[config.mk]
export PLATFORM = sky130hd
export DESIGN_NAME = rcs_sequencer
export DESIGN_NICKNAME = d
export VERILOG_FILES = /design/src/logic/rcs_pkg.sv /design/src/logic/rcs_sequencer.sv /design/src/logic/rcs_clk_div.sv
export SDC_FILE = /design/constraint.sdc
export NUM_CORES = 1
export LEC_CHECK = 0
export ABC_CLOCK_PERIOD_IN_PS = 2900
export BUFFER_PORTS_ARGS = -buffer_cell sky130_fd_sc_hd__clkbuf_2
export CAP_MARGIN = 40
export CORE_ASPECT_RATIO = 1.75
export CORE_MARGIN = 8
export CORE_UTILIZATION = 47
export CTS_CLUSTER_SIZE = 28
export DETAILED_ROUTE_END_ITERATION = 8
export PLACE_DENSITY = 0.8
export SYNTH_ARGS = -nofsm -noshare
export SYNTH_HDL_FRONTEND = slang
export SYNTH_HIERARCHICAL = 1
export SYNTH_SLANG_ARGS = --single-unit
[constraint.sdc]
create_clock -name clk -period 2.9 [get_ports clk]
set_input_delay 0.58 -clock clk [delete_from_list [all_inputs] [get_ports clk]]
set_output_delay 0.58 -clock clk [all_outputs]
set_load 0.005 [all_outputs]
[src/logic/rcs_pkg.sv]
// Package with constants and types for the reset and clock sequencer
//
// Contract
// - With clock mode select high, internal reset stretches exactly 512 input clocks.
// - While the reset pin is low, all internal clocks run at input divided by 8.
// - During the stretched reset, all clocks stay at input divided by 8.
// - Once fully out of reset, the processor clock runs at full input rate.
// - After reset, the peripheral clock defaults to input divided by 2.
// - After reset, the memory clock source defaults to input divided by 2.
// - After reset, the third clock output toggles at input divided by 8.
// - Source select 0 puts the memory clock source on the memory clock pin.
// - Host data lines 8, 4 and 3 are captured as the reset pin rises.
// - PLL is bypassed on leaving reset; software may change it later.
// - Reset pin low floats the external memory bus group and hold acknowledge.
// - Reset pin low makes the bus request output invalid.
// - Reset pin low floats serial port and timer output pins.
// - Reset pin low floats remaining host port and general purpose pins.
// - Reset pin low drives the memory clock pin low.
// - Reset pin low drives the third clock pin low.
// - Reset pin low makes the second clock pin invalid.
// - Memory clock pin is valid within six processor clocks after pin release.
// - All output groups become valid when the stretched internal reset releases.
// - Board holds strap levels: line 8 endianness, lines 4 and 3 boot mode.
package rcs_pkg;

    localparam int unsigned CLK_HZ          = 20000000;
    localparam int unsigned STRETCH_CYC     = 512;
    localparam logic [9:0]  STRETCH_LAST    = 10'h1ff;
    localparam logic [9:0]  STRETCH_FIRST   = 10'h001;

    localparam logic [3:0]  RATIO_RESET     = 4'h8;
    localparam logic [3:0]  RATIO_PROC      = 4'h1;
    localparam logic [3:0]  RATIO_PERIPH    = 4'h2;
    localparam logic [3:0]  RATIO_MEM       = 4'h2;
    localparam logic [3:0]  RATIO_THIRD     = 4'h8;

    localparam int unsigned STRAP_ENDIAN    = 8;
    localparam int unsigned STRAP_BOOT_HI   = 4;
    localparam int unsigned STRAP_BOOT_LO   = 3;

    localparam logic [7:0]  CTRL_OFFSET     = 8'h00;
    localparam logic [7:0]  STATUS_OFFSET   = 8'h04;
    localparam int unsigned CTRL_SRC_BIT    = 0;
    localparam int unsigned CTRL_BYP_BIT    = 1;
    localparam logic        SRC_SEL_RESET   = 1'b0;
    localparam logic        PLL_BYP_RESET   = 1'b1;

    localparam int unsigned ST_IRST_BIT     = 0;
    localparam int unsigned ST_PHASE_LO     = 1;
    localparam int unsigned ST_ENDIAN_BIT   = 3;
    localparam int unsigned ST_BOOT_LO      = 4;
    localparam int unsigned ST_MODE_BIT     = 6;

    typedef enum logic [1:0] {
        RCS_PH_PIN     = 2'b00,
        RCS_PH_STRETCH = 2'b01,
        RCS_PH_RUN     = 2'b10
    } rcs_phase_t;

endpackage : rcs_pkg

[src/logic/rcs_sequencer.sv]
// Reset stretcher, clock divide control, strap capture and pin group control
//
// Local design decisions: the APB slave port and the address map.
`timescale 1ns/1ps
module rcs_sequencer (
    // Clock and system reset
    input  wire logic        clk,
    input  wire logic        sys_rst,
    // Board pins
    input  wire logic        reset_pin_n,
    input  wire logic        clock_mode_select,
    input  wire logic [15:0] host_data_lines,
    input  wire logic        ext_mem_clock_in,
    // APB slave
    input  wire logic        psel,
    input  wire logic        penable,
    input  wire logic        pwrite,
    input  wire logic [7:0]  paddr,
    input  wire logic [31:0] pwdata,
    output      logic [31:0] prdata,
    output      logic        pready,
    output      logic        pslverr,
    // Internal reset and clock ticks
    output      logic        internal_rst,
    output      logic        processor_sys_clock,
    output      logic        peripheral_sys_clock,
    output      logic        memory_sys_clock,
    // Clock pins
    output      logic        memory_clock_out,
    output      logic        second_clock_out,
    output      logic        second_clock_valid,
    output      logic        third_clock_out,
    // Pin group enables
    output      logic        ext_mem_bus_oe,
    output      logic        bus_request_valid,
    output      logic        serial_timer_oe,
    output      logic        host_gpio_oe,
    // Captured straps and PLL state
    output      logic        big_endian,
    output      logic [1:0]  boot_mode,
    output      logic        pll_bypass
);
    import rcs_pkg::*;

    rcs_phase_t phase_q;
    logic [9:0] stretch_q;
    logic       pin_q;
    logic       pin_rise;
    logic       big_endian_q;
    logic [1:0] boot_mode_q;
    logic       mode_q;
    logic       src_sel_q;
    logic       pll_bypass_q;
    logic       mem_pin_q;
    logic [31:0] prdata_q;
    logic       mapped;
    logic       wr_ctrl;
    logic       proc_wave;
    logic       periph_wave;
    logic       mem_wave;
    logic       third_wave;
    logic       third_tick;
    logic [10:0] hold_cnt_q;

    // Assertion without waiting for an edge: the pin term is combinational
    assign internal_rst = !reset_pin_n || (phase_q != RCS_PH_RUN);
    assign pin_rise     = reset_pin_n && !pin_q;

    // Reset to the pin's idle level, so a pin already high after a system reset
    // is not taken for a fresh rising edge that would latch host traffic as straps
    always_ff @(posedge clk) begin
        if (sys_rst) begin
            pin_q <= 1'b1;
        end else begin
            pin_q <= reset_pin_n;
        end
    end

    // Stretch counter: the cycle that first sees the pin high counts as one
    always_ff @(posedge clk) begin
        if (sys_rst || !reset_pin_n) begin
            phase_q   <= RCS_PH_PIN;
            stretch_q <= 10'h000;
        end else begin
            case (phase_q)
                RCS_PH_PIN: begin
                    phase_q   <= RCS_PH_STRETCH;
                    stretch_q <= STRETCH_FIRST;
                end
                RCS_PH_STRETCH: begin
                    if (stretch_q == STRETCH_LAST) begin
                        phase_q <= RCS_PH_RUN;
                    end
                    stretch_q <= stretch_q + 10'h001;
                end
                RCS_PH_RUN: begin
                    phase_q <= RCS_PH_RUN;
                end
                default: begin
                    phase_q <= RCS_PH_PIN;
                end
            endcase
        end
    end

    // Straps are sampled on the pin's rising edge; board must hold them then
    always_ff @(posedge clk) begin
        if (sys_rst) begin
            big_endian_q <= 1'b0;
            boot_mode_q  <= 2'b00;
            mode_q       <= 1'b0;
        end else if (pin_rise) begin
            big_endian_q <= host_data_lines[STRAP_ENDIAN];
            boot_mode_q  <= host_data_lines[STRAP_BOOT_HI:STRAP_BOOT_LO];
            mode_q       <= clock_mode_select;
        end
    end

    assign big_endian = big_endian_q;
    assign boot_mode  = boot_mode_q;

    // Clock dividers: divide-by-8 whenever the internal reset is in force
    rcs_clk_div #(
        .NORMAL_RATIO (RATIO_PROC)
    ) u_proc_div (
        .clk     (clk),
        .sys_rst (sys_rst),
        .slow    (internal_rst),
        .tick    (processor_sys_clock),
        .wave    (proc_wave)
    );

    rcs_clk_div #(
        .NORMAL_RATIO (RATIO_PERIPH)
    ) u_periph_div (
        .clk     (clk),
        .sys_rst (sys_rst),
        .slow    (internal_rst),
        .tick    (peripheral_sys_clock),
        .wave    (periph_wave)
    );

    rcs_clk_div #(
        .NORMAL_RATIO (RATIO_MEM)
    ) u_mem_div (
        .clk     (clk),
        .sys_rst (sys_rst),
        .slow    (internal_rst),
        .tick    (memory_sys_clock),
        .wave    (mem_wave)
    );

    rcs_clk_div #(
        .NORMAL_RATIO (RATIO_THIRD)
    ) u_third_div (
        .clk     (clk),
        .sys_rst (sys_rst),
        .slow    (internal_rst),
        .tick    (third_tick),
        .wave    (third_wave)
    );

    // Memory clock pin follows its source as soon as the pin is released
    always_ff @(posedge clk) begin
        if (sys_rst) begin
            mem_pin_q <= 1'b0;
        end else if (src_sel_q == 1'b0) begin
            mem_pin_q <= mem_wave;
        end else begin
            mem_pin_q <= ext_mem_clock_in;
        end
    end

    // Forced low with the pin itself, not a clock later
    assign memory_clock_out   = mem_pin_q && reset_pin_n;
    assign third_clock_out    = third_wave && reset_pin_n;
    assign second_clock_valid = !internal_rst;
    assign second_clock_out   = periph_wave && !internal_rst;

    // Pin groups float or go invalid at once and return with the internal reset
    assign ext_mem_bus_oe    = !internal_rst;
    assign bus_request_valid = !internal_rst;
    assign serial_timer_oe   = !internal_rst;
    assign host_gpio_oe      = !internal_rst;

    // APB slave: zero-wait access phase, read data latched in setup
    assign mapped  = (paddr == CTRL_OFFSET) || (paddr == STATUS_OFFSET);
    assign wr_ctrl = psel && penable && pwrite && (paddr == CTRL_OFFSET);
    assign pready  = 1'b1;
    assign pslverr = psel && penable && !mapped;
    assign prdata  = prdata_q;

    // Control reverts to defaults under any reset, so the PLL leaves reset bypassed
    always_ff @(posedge clk) begin
        if (sys_rst || internal_rst) begin
            src_sel_q    <= SRC_SEL_RESET;
            pll_bypass_q <= PLL_BYP_RESET;
        end else if (wr_ctrl) begin
            src_sel_q    <= pwdata[CTRL_SRC_BIT];
            pll_bypass_q <= pwdata[CTRL_BYP_BIT];
        end
    end

    assign pll_bypass = pll_bypass_q;

    always_ff @(posedge clk) begin
        if (sys_rst) begin
            prdata_q <= 32'h0000_0000;
        end else if (psel && !penable && !pwrite) begin
            prdata_q <= 32'h0000_0000;
            if (paddr == CTRL_OFFSET) begin
                prdata_q[CTRL_SRC_BIT] <= src_sel_q;
                prdata_q[CTRL_BYP_BIT] <= pll_bypass_q;
            end else if (paddr == STATUS_OFFSET) begin
                prdata_q[ST_IRST_BIT]                <= internal_rst;
                prdata_q[ST_PHASE_LO+1:ST_PHASE_LO]  <= phase_q;
                prdata_q[ST_ENDIAN_BIT]              <= big_endian_q;
                prdata_q[ST_BOOT_LO+1:ST_BOOT_LO]    <= boot_mode_q;
                prdata_q[ST_MODE_BIT]                <= mode_q;
            end
        end
    end

    // Helper for checks: cycles with the pin high while internal reset holds
    always_ff @(posedge clk) begin
        if (sys_rst || !reset_pin_n || !internal_rst) begin
            hold_cnt_q <= 11'h000;
        end else begin
            hold_cnt_q <= hold_cnt_q + 11'h001;
        end
    end
endmodule : rcs_sequencer

[src/logic/rcs_clk_div.sv]
// Clock divider giving a one-cycle tick and a square wave, slowed to divide-by-8 in reset
`timescale 1ns/1ps
module rcs_clk_div #(
    parameter logic [3:0] NORMAL_RATIO = 4'h1
) (
    // Clock and reset
    input  wire logic clk,
    input  wire logic sys_rst,
    // Control
    input  wire logic slow,
    // Divided clock
    output      logic tick,
    output      logic wave
);
    import rcs_pkg::*;

    logic [3:0] ratio;
    logic [3:0] cnt_q;
    logic [3:0] cnt_d;
    logic       wave_q;

    // Counter wraps early when the ratio shrinks, so no long gap on the switch
    assign ratio = slow ? RATIO_RESET : NORMAL_RATIO;
    assign tick  = (cnt_q >= ratio - 4'h1);
    assign cnt_d = tick ? 4'h0 : cnt_q + 4'h1;
    assign wave  = wave_q;

    always_ff @(posedge clk) begin
        if (sys_rst) begin
            cnt_q <= 4'h0;
        end else begin
            cnt_q <= cnt_d;
        end
    end

    always_ff @(posedge clk) begin
        if (sys_rst) begin
            wave_q <= 1'b0;
        end else begin
            wave_q <= (cnt_d < (ratio >> 1)) || (ratio == 4'h1);
        end
    end

endmodule : rcs_clk_div

Word-level counts from Yosys, hierarchy flattened
Cells that the tools add are included.

Add/subtract/negate cells: 7. $lt $le $gt $ge: 7. Eq/ne operators: 7. Mux-type cells: 12. Reduce and logical (&&, ||, !) cells: 26.

Operators with widths (number): two-way mux 4 bit (5); case mux 10 bit (2 select lines) (1); adder 4 x 1 -> 4 bit, second input constant (4); >= comparator 4 bit (3); adder 10 x 1 -> 10 bit, second input constant (1); == test 10 x 9 -> 1 bit, second input constant (1); logical AND 1 bit (10); == test 8 x 3 -> 1 bit, second input constant (1); logical NOT 8 bit (1); less-than comparator 4 x 3 -> 1 bit (2); subtractor 4 x 1 -> 4 bit, second input constant (2); two-way mux 7 bit (1); logical NOT 1 bit (6); logical OR 1 bit (6); case mux 2 bit (3 select lines) (1); two-way mux 5 bit (1); == test 4 x 1 -> 1 bit, second input constant (1); >= comparator 4 x 3 -> 1 bit, second input constant (1); less-than comparator 4 x 3 -> 1 bit, second input constant (1); two-way mux 2 bit (2); inequality test 2 bit, second input constant (2); == test 2 x 1 -> 1 bit, second input constant (1); == test 2 bit, second input constant (1); logical NOT 2 bit (1); other kinds (3) (3).

Register bits: 46. Input bits: 64. Output and inout port bits: 50.

Logic depth before layout (Yosys ltp)
Depth in word-level cells: 8. Gate-level depth with buffers: 11. Gate-level depth less buffers: 11.

Modules after synthesis
The synthesis kept the hierarchy.

Modules (own cells, without submodules): rcs_sequencer (instances 1, cells an instance 166, area each 1505.2 sq um, sequential area each 540.5 sq um); rcs_clk_div at u_mem_div ... (instances 2, cells an instance 27, area each 257.7 sq um, sequential area each 100.1 sq um); rcs_clk_div at u_proc_div (instances 1, cells an instance 26, area each 251.5 sq um, sequential area each 100.1 sq um); rcs_clk_div at u_third_div (instances 1, cells an instance 15, area each 187.7 sq um, sequential area each 100.1 sq um).

Worst setup path after synthesis
No wires, ideal clock.

Path kind: register to register. From: reg phase_q[0]. To: reg u_mem_div.wave_q, in the netlist u_mem_div/wave. Arrival time: 2.225 ns. Data required time: 2.783 ns. Path slack: 0.558 ns. Stages on the path, launching flop included: 12. Buffers on the path: 0. Cells stage by stage: dfxtp_1 -> inv_1 -> ha_1 -> nand2_1 -> inv_1 -> ha_1 -> a21oi_1 -> o21ai_2 -> nor2_1 -> ha_1 -> o31ai_1 -> a32o_1.

Cells in the longest elaborated chain, start to end: 8. Elaborated cells on any way between the ends: 9. Those cells by class: add/sub: 1; order compare: 2; eq/ne: 2; mux: 2; reduce/logical: 2.

RTL lines: start, declared (RTL line rcs_sequencer.sv:45) `rcs_phase_t phase_q;`; start signal, assigned (RTL line rcs_sequencer.sv:82) `phase_q <= RCS_PH_PIN;`; start signal, assigned (RTL line rcs_sequencer.sv:87) `phase_q <= RCS_PH_STRETCH;`; start signal, assigned (RTL line rcs_sequencer.sv:92) `phase_q <= RCS_PH_RUN;`; inequality test 2 bit (RTL line rcs_sequencer.sv:66) `assign internal_rst = !reset_pin_n || (phase_q != RCS_PH_RUN);`; logical OR 1 bit (RTL line rcs_sequencer.sv:66); net internal_rst (RTL line rcs_sequencer.sv:24) `output logic internal_rst,`; two-way mux 4 bit (RTL line rcs_clk_div.sv:23) `assign ratio = slow ? RATIO_RESET : NORMAL_RATIO;`; subtractor 4 x 1 -> 4 bit (RTL line rcs_clk_div.sv:24) `assign tick = (cnt_q >= ratio - 4'h1);`; >= comparator 4 bit (RTL line rcs_clk_div.sv:24); net memory_sys_clock (RTL line rcs_sequencer.sv:27) `output logic memory_sys_clock,`; two-way mux 4 bit (RTL line rcs_clk_div.sv:25) `assign cnt_d = tick ? 4'h0 : cnt_q + 4'h1;`; net u_mem_div.cnt_d[2] (RTL line rcs_clk_div.sv:19) `logic [3:0] cnt_d;`; less-than comparator 4 x 3 -> 1 bit (RTL line rcs_clk_div.sv:40) `wave_q <= (cnt_d < (ratio >> 1)) || (ratio == 4'h1);`; logical OR 1 bit (RTL line rcs_clk_div.sv:40); end signal, assigned (RTL line rcs_clk_div.sv:40); end, declared (RTL line rcs_clk_div.sv:20) `logic wave_q;`.

The timed path passes the listed nets, and every way through them passes these cells. A chain may end at the register's enable or synchronous reset.

Final worst setup path
From: reg phase_q[0]. To: out peripheral_sys_clock.

Cells in the longest elaborated chain, start to end: 5.

RTL lines: inequality test 2 bit (RTL line rcs_sequencer.sv:66); logical OR 1 bit (RTL line rcs_sequencer.sv:66); two-way mux 4 bit (RTL line rcs_clk_div.sv:23); subtractor 4 x 1 -> 4 bit (RTL line rcs_clk_div.sv:24); >= comparator 4 bit (RTL line rcs_clk_div.sv:24); end, declared (RTL line rcs_sequencer.sv:26) `output logic peripheral_sys_clock,`.

Every way passes these cells.

==> metrics <==
ports placed on the boundary=114; path type of the worst min-delay path=reg -> reg; via count=1899; Cell Rows=34; origin of the critical flop-to-flop path=phase_q[0]$_SDFFE_PP0P_; detailed placement HPWL=4.06 mm; detailed-route wire length per cell=14.5 um; die extent in x=70.1 um; Post-DRT Antenna Nets=0; WL final=5.13 mm; standard cell core area=4930 um2; Avg Synthesized Cell Area=9.47 um2; count of yosys warnings during synthesis=6; Total Die Area=7750 um2; post-route minimum period=2.71 ns; global route total overflow=0; terminating pin of the worst hold path=prdata[1]$_SDFFE_PP0P_; DRC Markers=0; Sum Neg Setup Slack=0 ns; Syn Inst Count=254; quantity of I/O buffers inserted on ports=44; cell area after placement=2560 um2; total power density per cell area=487 nW/um2; number of endpoints failing setup at the final stage=0; cts-stage hold buffer count=0; Setup CP Type=reg -> out; area added between synthesis and finish=11.3%; via count of the first global-routing pass=1916; worst-path maximum fanout=8; Final Util=0.543; antenna fix cells=0; Crit. Startpoint=phase_q[0]$_SDFFE_PP0P_; Critical Path Source Type=flip-flop; Worst Reg2Reg Path Length in Cells=11; TritonCTS clock tree=built; Worst setup EP type=output pin; initial antenna violation count=0; post-synthesis instance area=2400 um2; Worst VDD drop=0.000359 V; DRC marker count from the first detailed-route iteration=29; count of final hold-check violations=0; minimum setup slack among reg-to-reg paths=0.42 ns; required arrival time at the worst endpoint=2.32 ns; total iterations of the first detailed-routing run=4; global-route usage over all layers=0.129; final worst-path cycle share=0.936; run status=completed; clk buf depth=2; RePlAce Congestion=0.772; leak pwr=1.19 nW; fin. max-slew vios=0; number of placed instances with taps included=345; height of the die=111 um; number of buffers created by CTS=5; Critical R2R Capture=u_periph_div/wave$_SDFF_PP0_; achievable frequency=368 MHz; fraction of layout cells with a size suffix above 1=0.237; post-DR vias/cell=5.38; clock slew at reported path FFs=0.09 ns; clock skew=0.00765 ns; H-tree depth=2; hold wc startpoint=prdata[1]$_SDFFE_PP0P_; maximum number of pins on one net before global-route repair=22; starting density of the core=0.487; worst slack on hold paths=0.468 ns; Non-Filler Cell Area, Final=2680 um2; total of max-cap violations=0; non-filler cells, final=353; unrepaired setup endpoints after global routing=no; Hold Path Cell Cnt=2; arrival time worst endpoint=2.13 ns; Sinks on Clock Net=46; buffer type at the clock tree root=sky130_fd_sc_hd__clkbuf_8; number of nets in the layout=379; source-to-sink clock delay at the later pin of the worst-skew pair=0.30 ns; global-route wire length before repair=8.40 mm; Post-CTS Setup Inserts=0
[placed cells by master, fill, tap and decap left out, types with 6 or more instances in the layout]
| cell type | n |
|---|---|
| sky130_fd_sc_hd__nand2_1 | 9 |
| sky130_fd_sc_hd__dfxtp_1 | 46 |
| sky130_fd_sc_hd__ha_1 | 17 |
| sky130_fd_sc_hd__nand3_1 | 6 |
| sky130_fd_sc_hd__nor2_1 | 17 |
| sky130_fd_sc_hd__nor3b_1 | 7 |
| sky130_fd_sc_hd__a21oi_1 | 6 |
| sky130_fd_sc_hd__mux2i_1 | 6 |
| sky130_fd_sc_hd__inv_1 | 16 |
| sky130_fd_sc_hd__clkbuf_2 | 44 |
| sky130_fd_sc_hd__conb_1 | 26 |
| sky130_fd_sc_hd__nor3_1 | 12 |
[per-stage QoR]
| stage | power, mW | worst slack (ns) |
|---|---|---|
| after floorplan | 0.815 | 0.572 |
| after global placement | 0.836 | 0.274 |
| after detailed placement | 0.846 | 0.222 |
| after CTS | 1.32 | 0.0313 |
| after global routing | 1.36 | 0.0154 |
| final | 1.30 | 0.186 |
[metal layers]
| metal | track usage | vias up | wire (um) |
|---|---|---|---|
| li1 | - | 941 | - |
| met1 | 0.119 | 885 | 1900 |
| met2 | 0.237 | 60 | 2850 |
| met3 | 0.0430 | 13 | 236 |
| met4 | 0.0701 | 0 | 155 |
| met5 | 0 | - | 0 |
[power breakdown]
group / switching [mW] / internal [mW] / total (mW) / leakage, nW
clock: 0.212 / 0.257 / 0.469 / 0.0514
sequential: 0.0200 / 0.659 / 0.679 / 0.376
combinational: 0.0896 / 0.0663 / 0.156 / 0.763
total: 0.322 / 0.982 / 1.30 / 1.19
[flip-flops by register name, summed over array words and instances, names as in the netlist, 2 cells and up]
name,count
u_mem_div/cnt_q,4
boot_mode,2
u_periph_div/cnt_q,4
u_proc_div/cnt_q,4
prdata,7
phase_q,2
u_third_div/cnt_q,4
stretch_q,10
[worst max-delay path: stages, from the launching register on]
cell and delay, ns:
sky130_fd_sc_hd__dfxtp_1 0.37, sky130_fd_sc_hd__inv_1 0.08, sky130_fd_sc_hd__ha_1 0.25, sky130_fd_sc_hd__nand2_2 0.17
sky130_fd_sc_hd__inv_1 0.11, sky130_fd_sc_hd__ha_1 0.31, sky130_fd_sc_hd__a21oi_2 0.07, sky130_fd_sc_hd__o21ai_2 0.29
sky130_fd_sc_hd__clkbuf_2 0.18
[cell type report]
cell class | count | area, um2
clock inverters | 2 | 37.5
multi-input cells | 183 | 1280
repair buffers | 46 | 235
well taps | 54 | 67.6
fillers | 454 | 2260
inverters | 16 | 60.1
flip-flops and latches | 46 | 921
clock buffers | 6 | 72.6
[worst max path at each step]
stage,endpoint,slack (ns),depth (start not counted)
floorplan,u_mem_div/wave$_SDFF_PP0_,0.57,11
global placement,u_periph_div/wave$_SDFF_PP0_,0.27,10
detailed placement,u_periph_div/wave$_SDFF_PP0_,0.22,10
CTS,peripheral_sys_clock,0.03,8
global route,peripheral_sys_clock,0.02,8
finish,peripheral_sys_clock,0.19,8
[repair_timing]
item / in CTS / in global routing
setup endpoints to repair: 0 / 3
gates resized for setup: 0 / 2
hold endpoints to repair: 0 / 0
No activity file was read; power rests on OpenSTA's default activity.
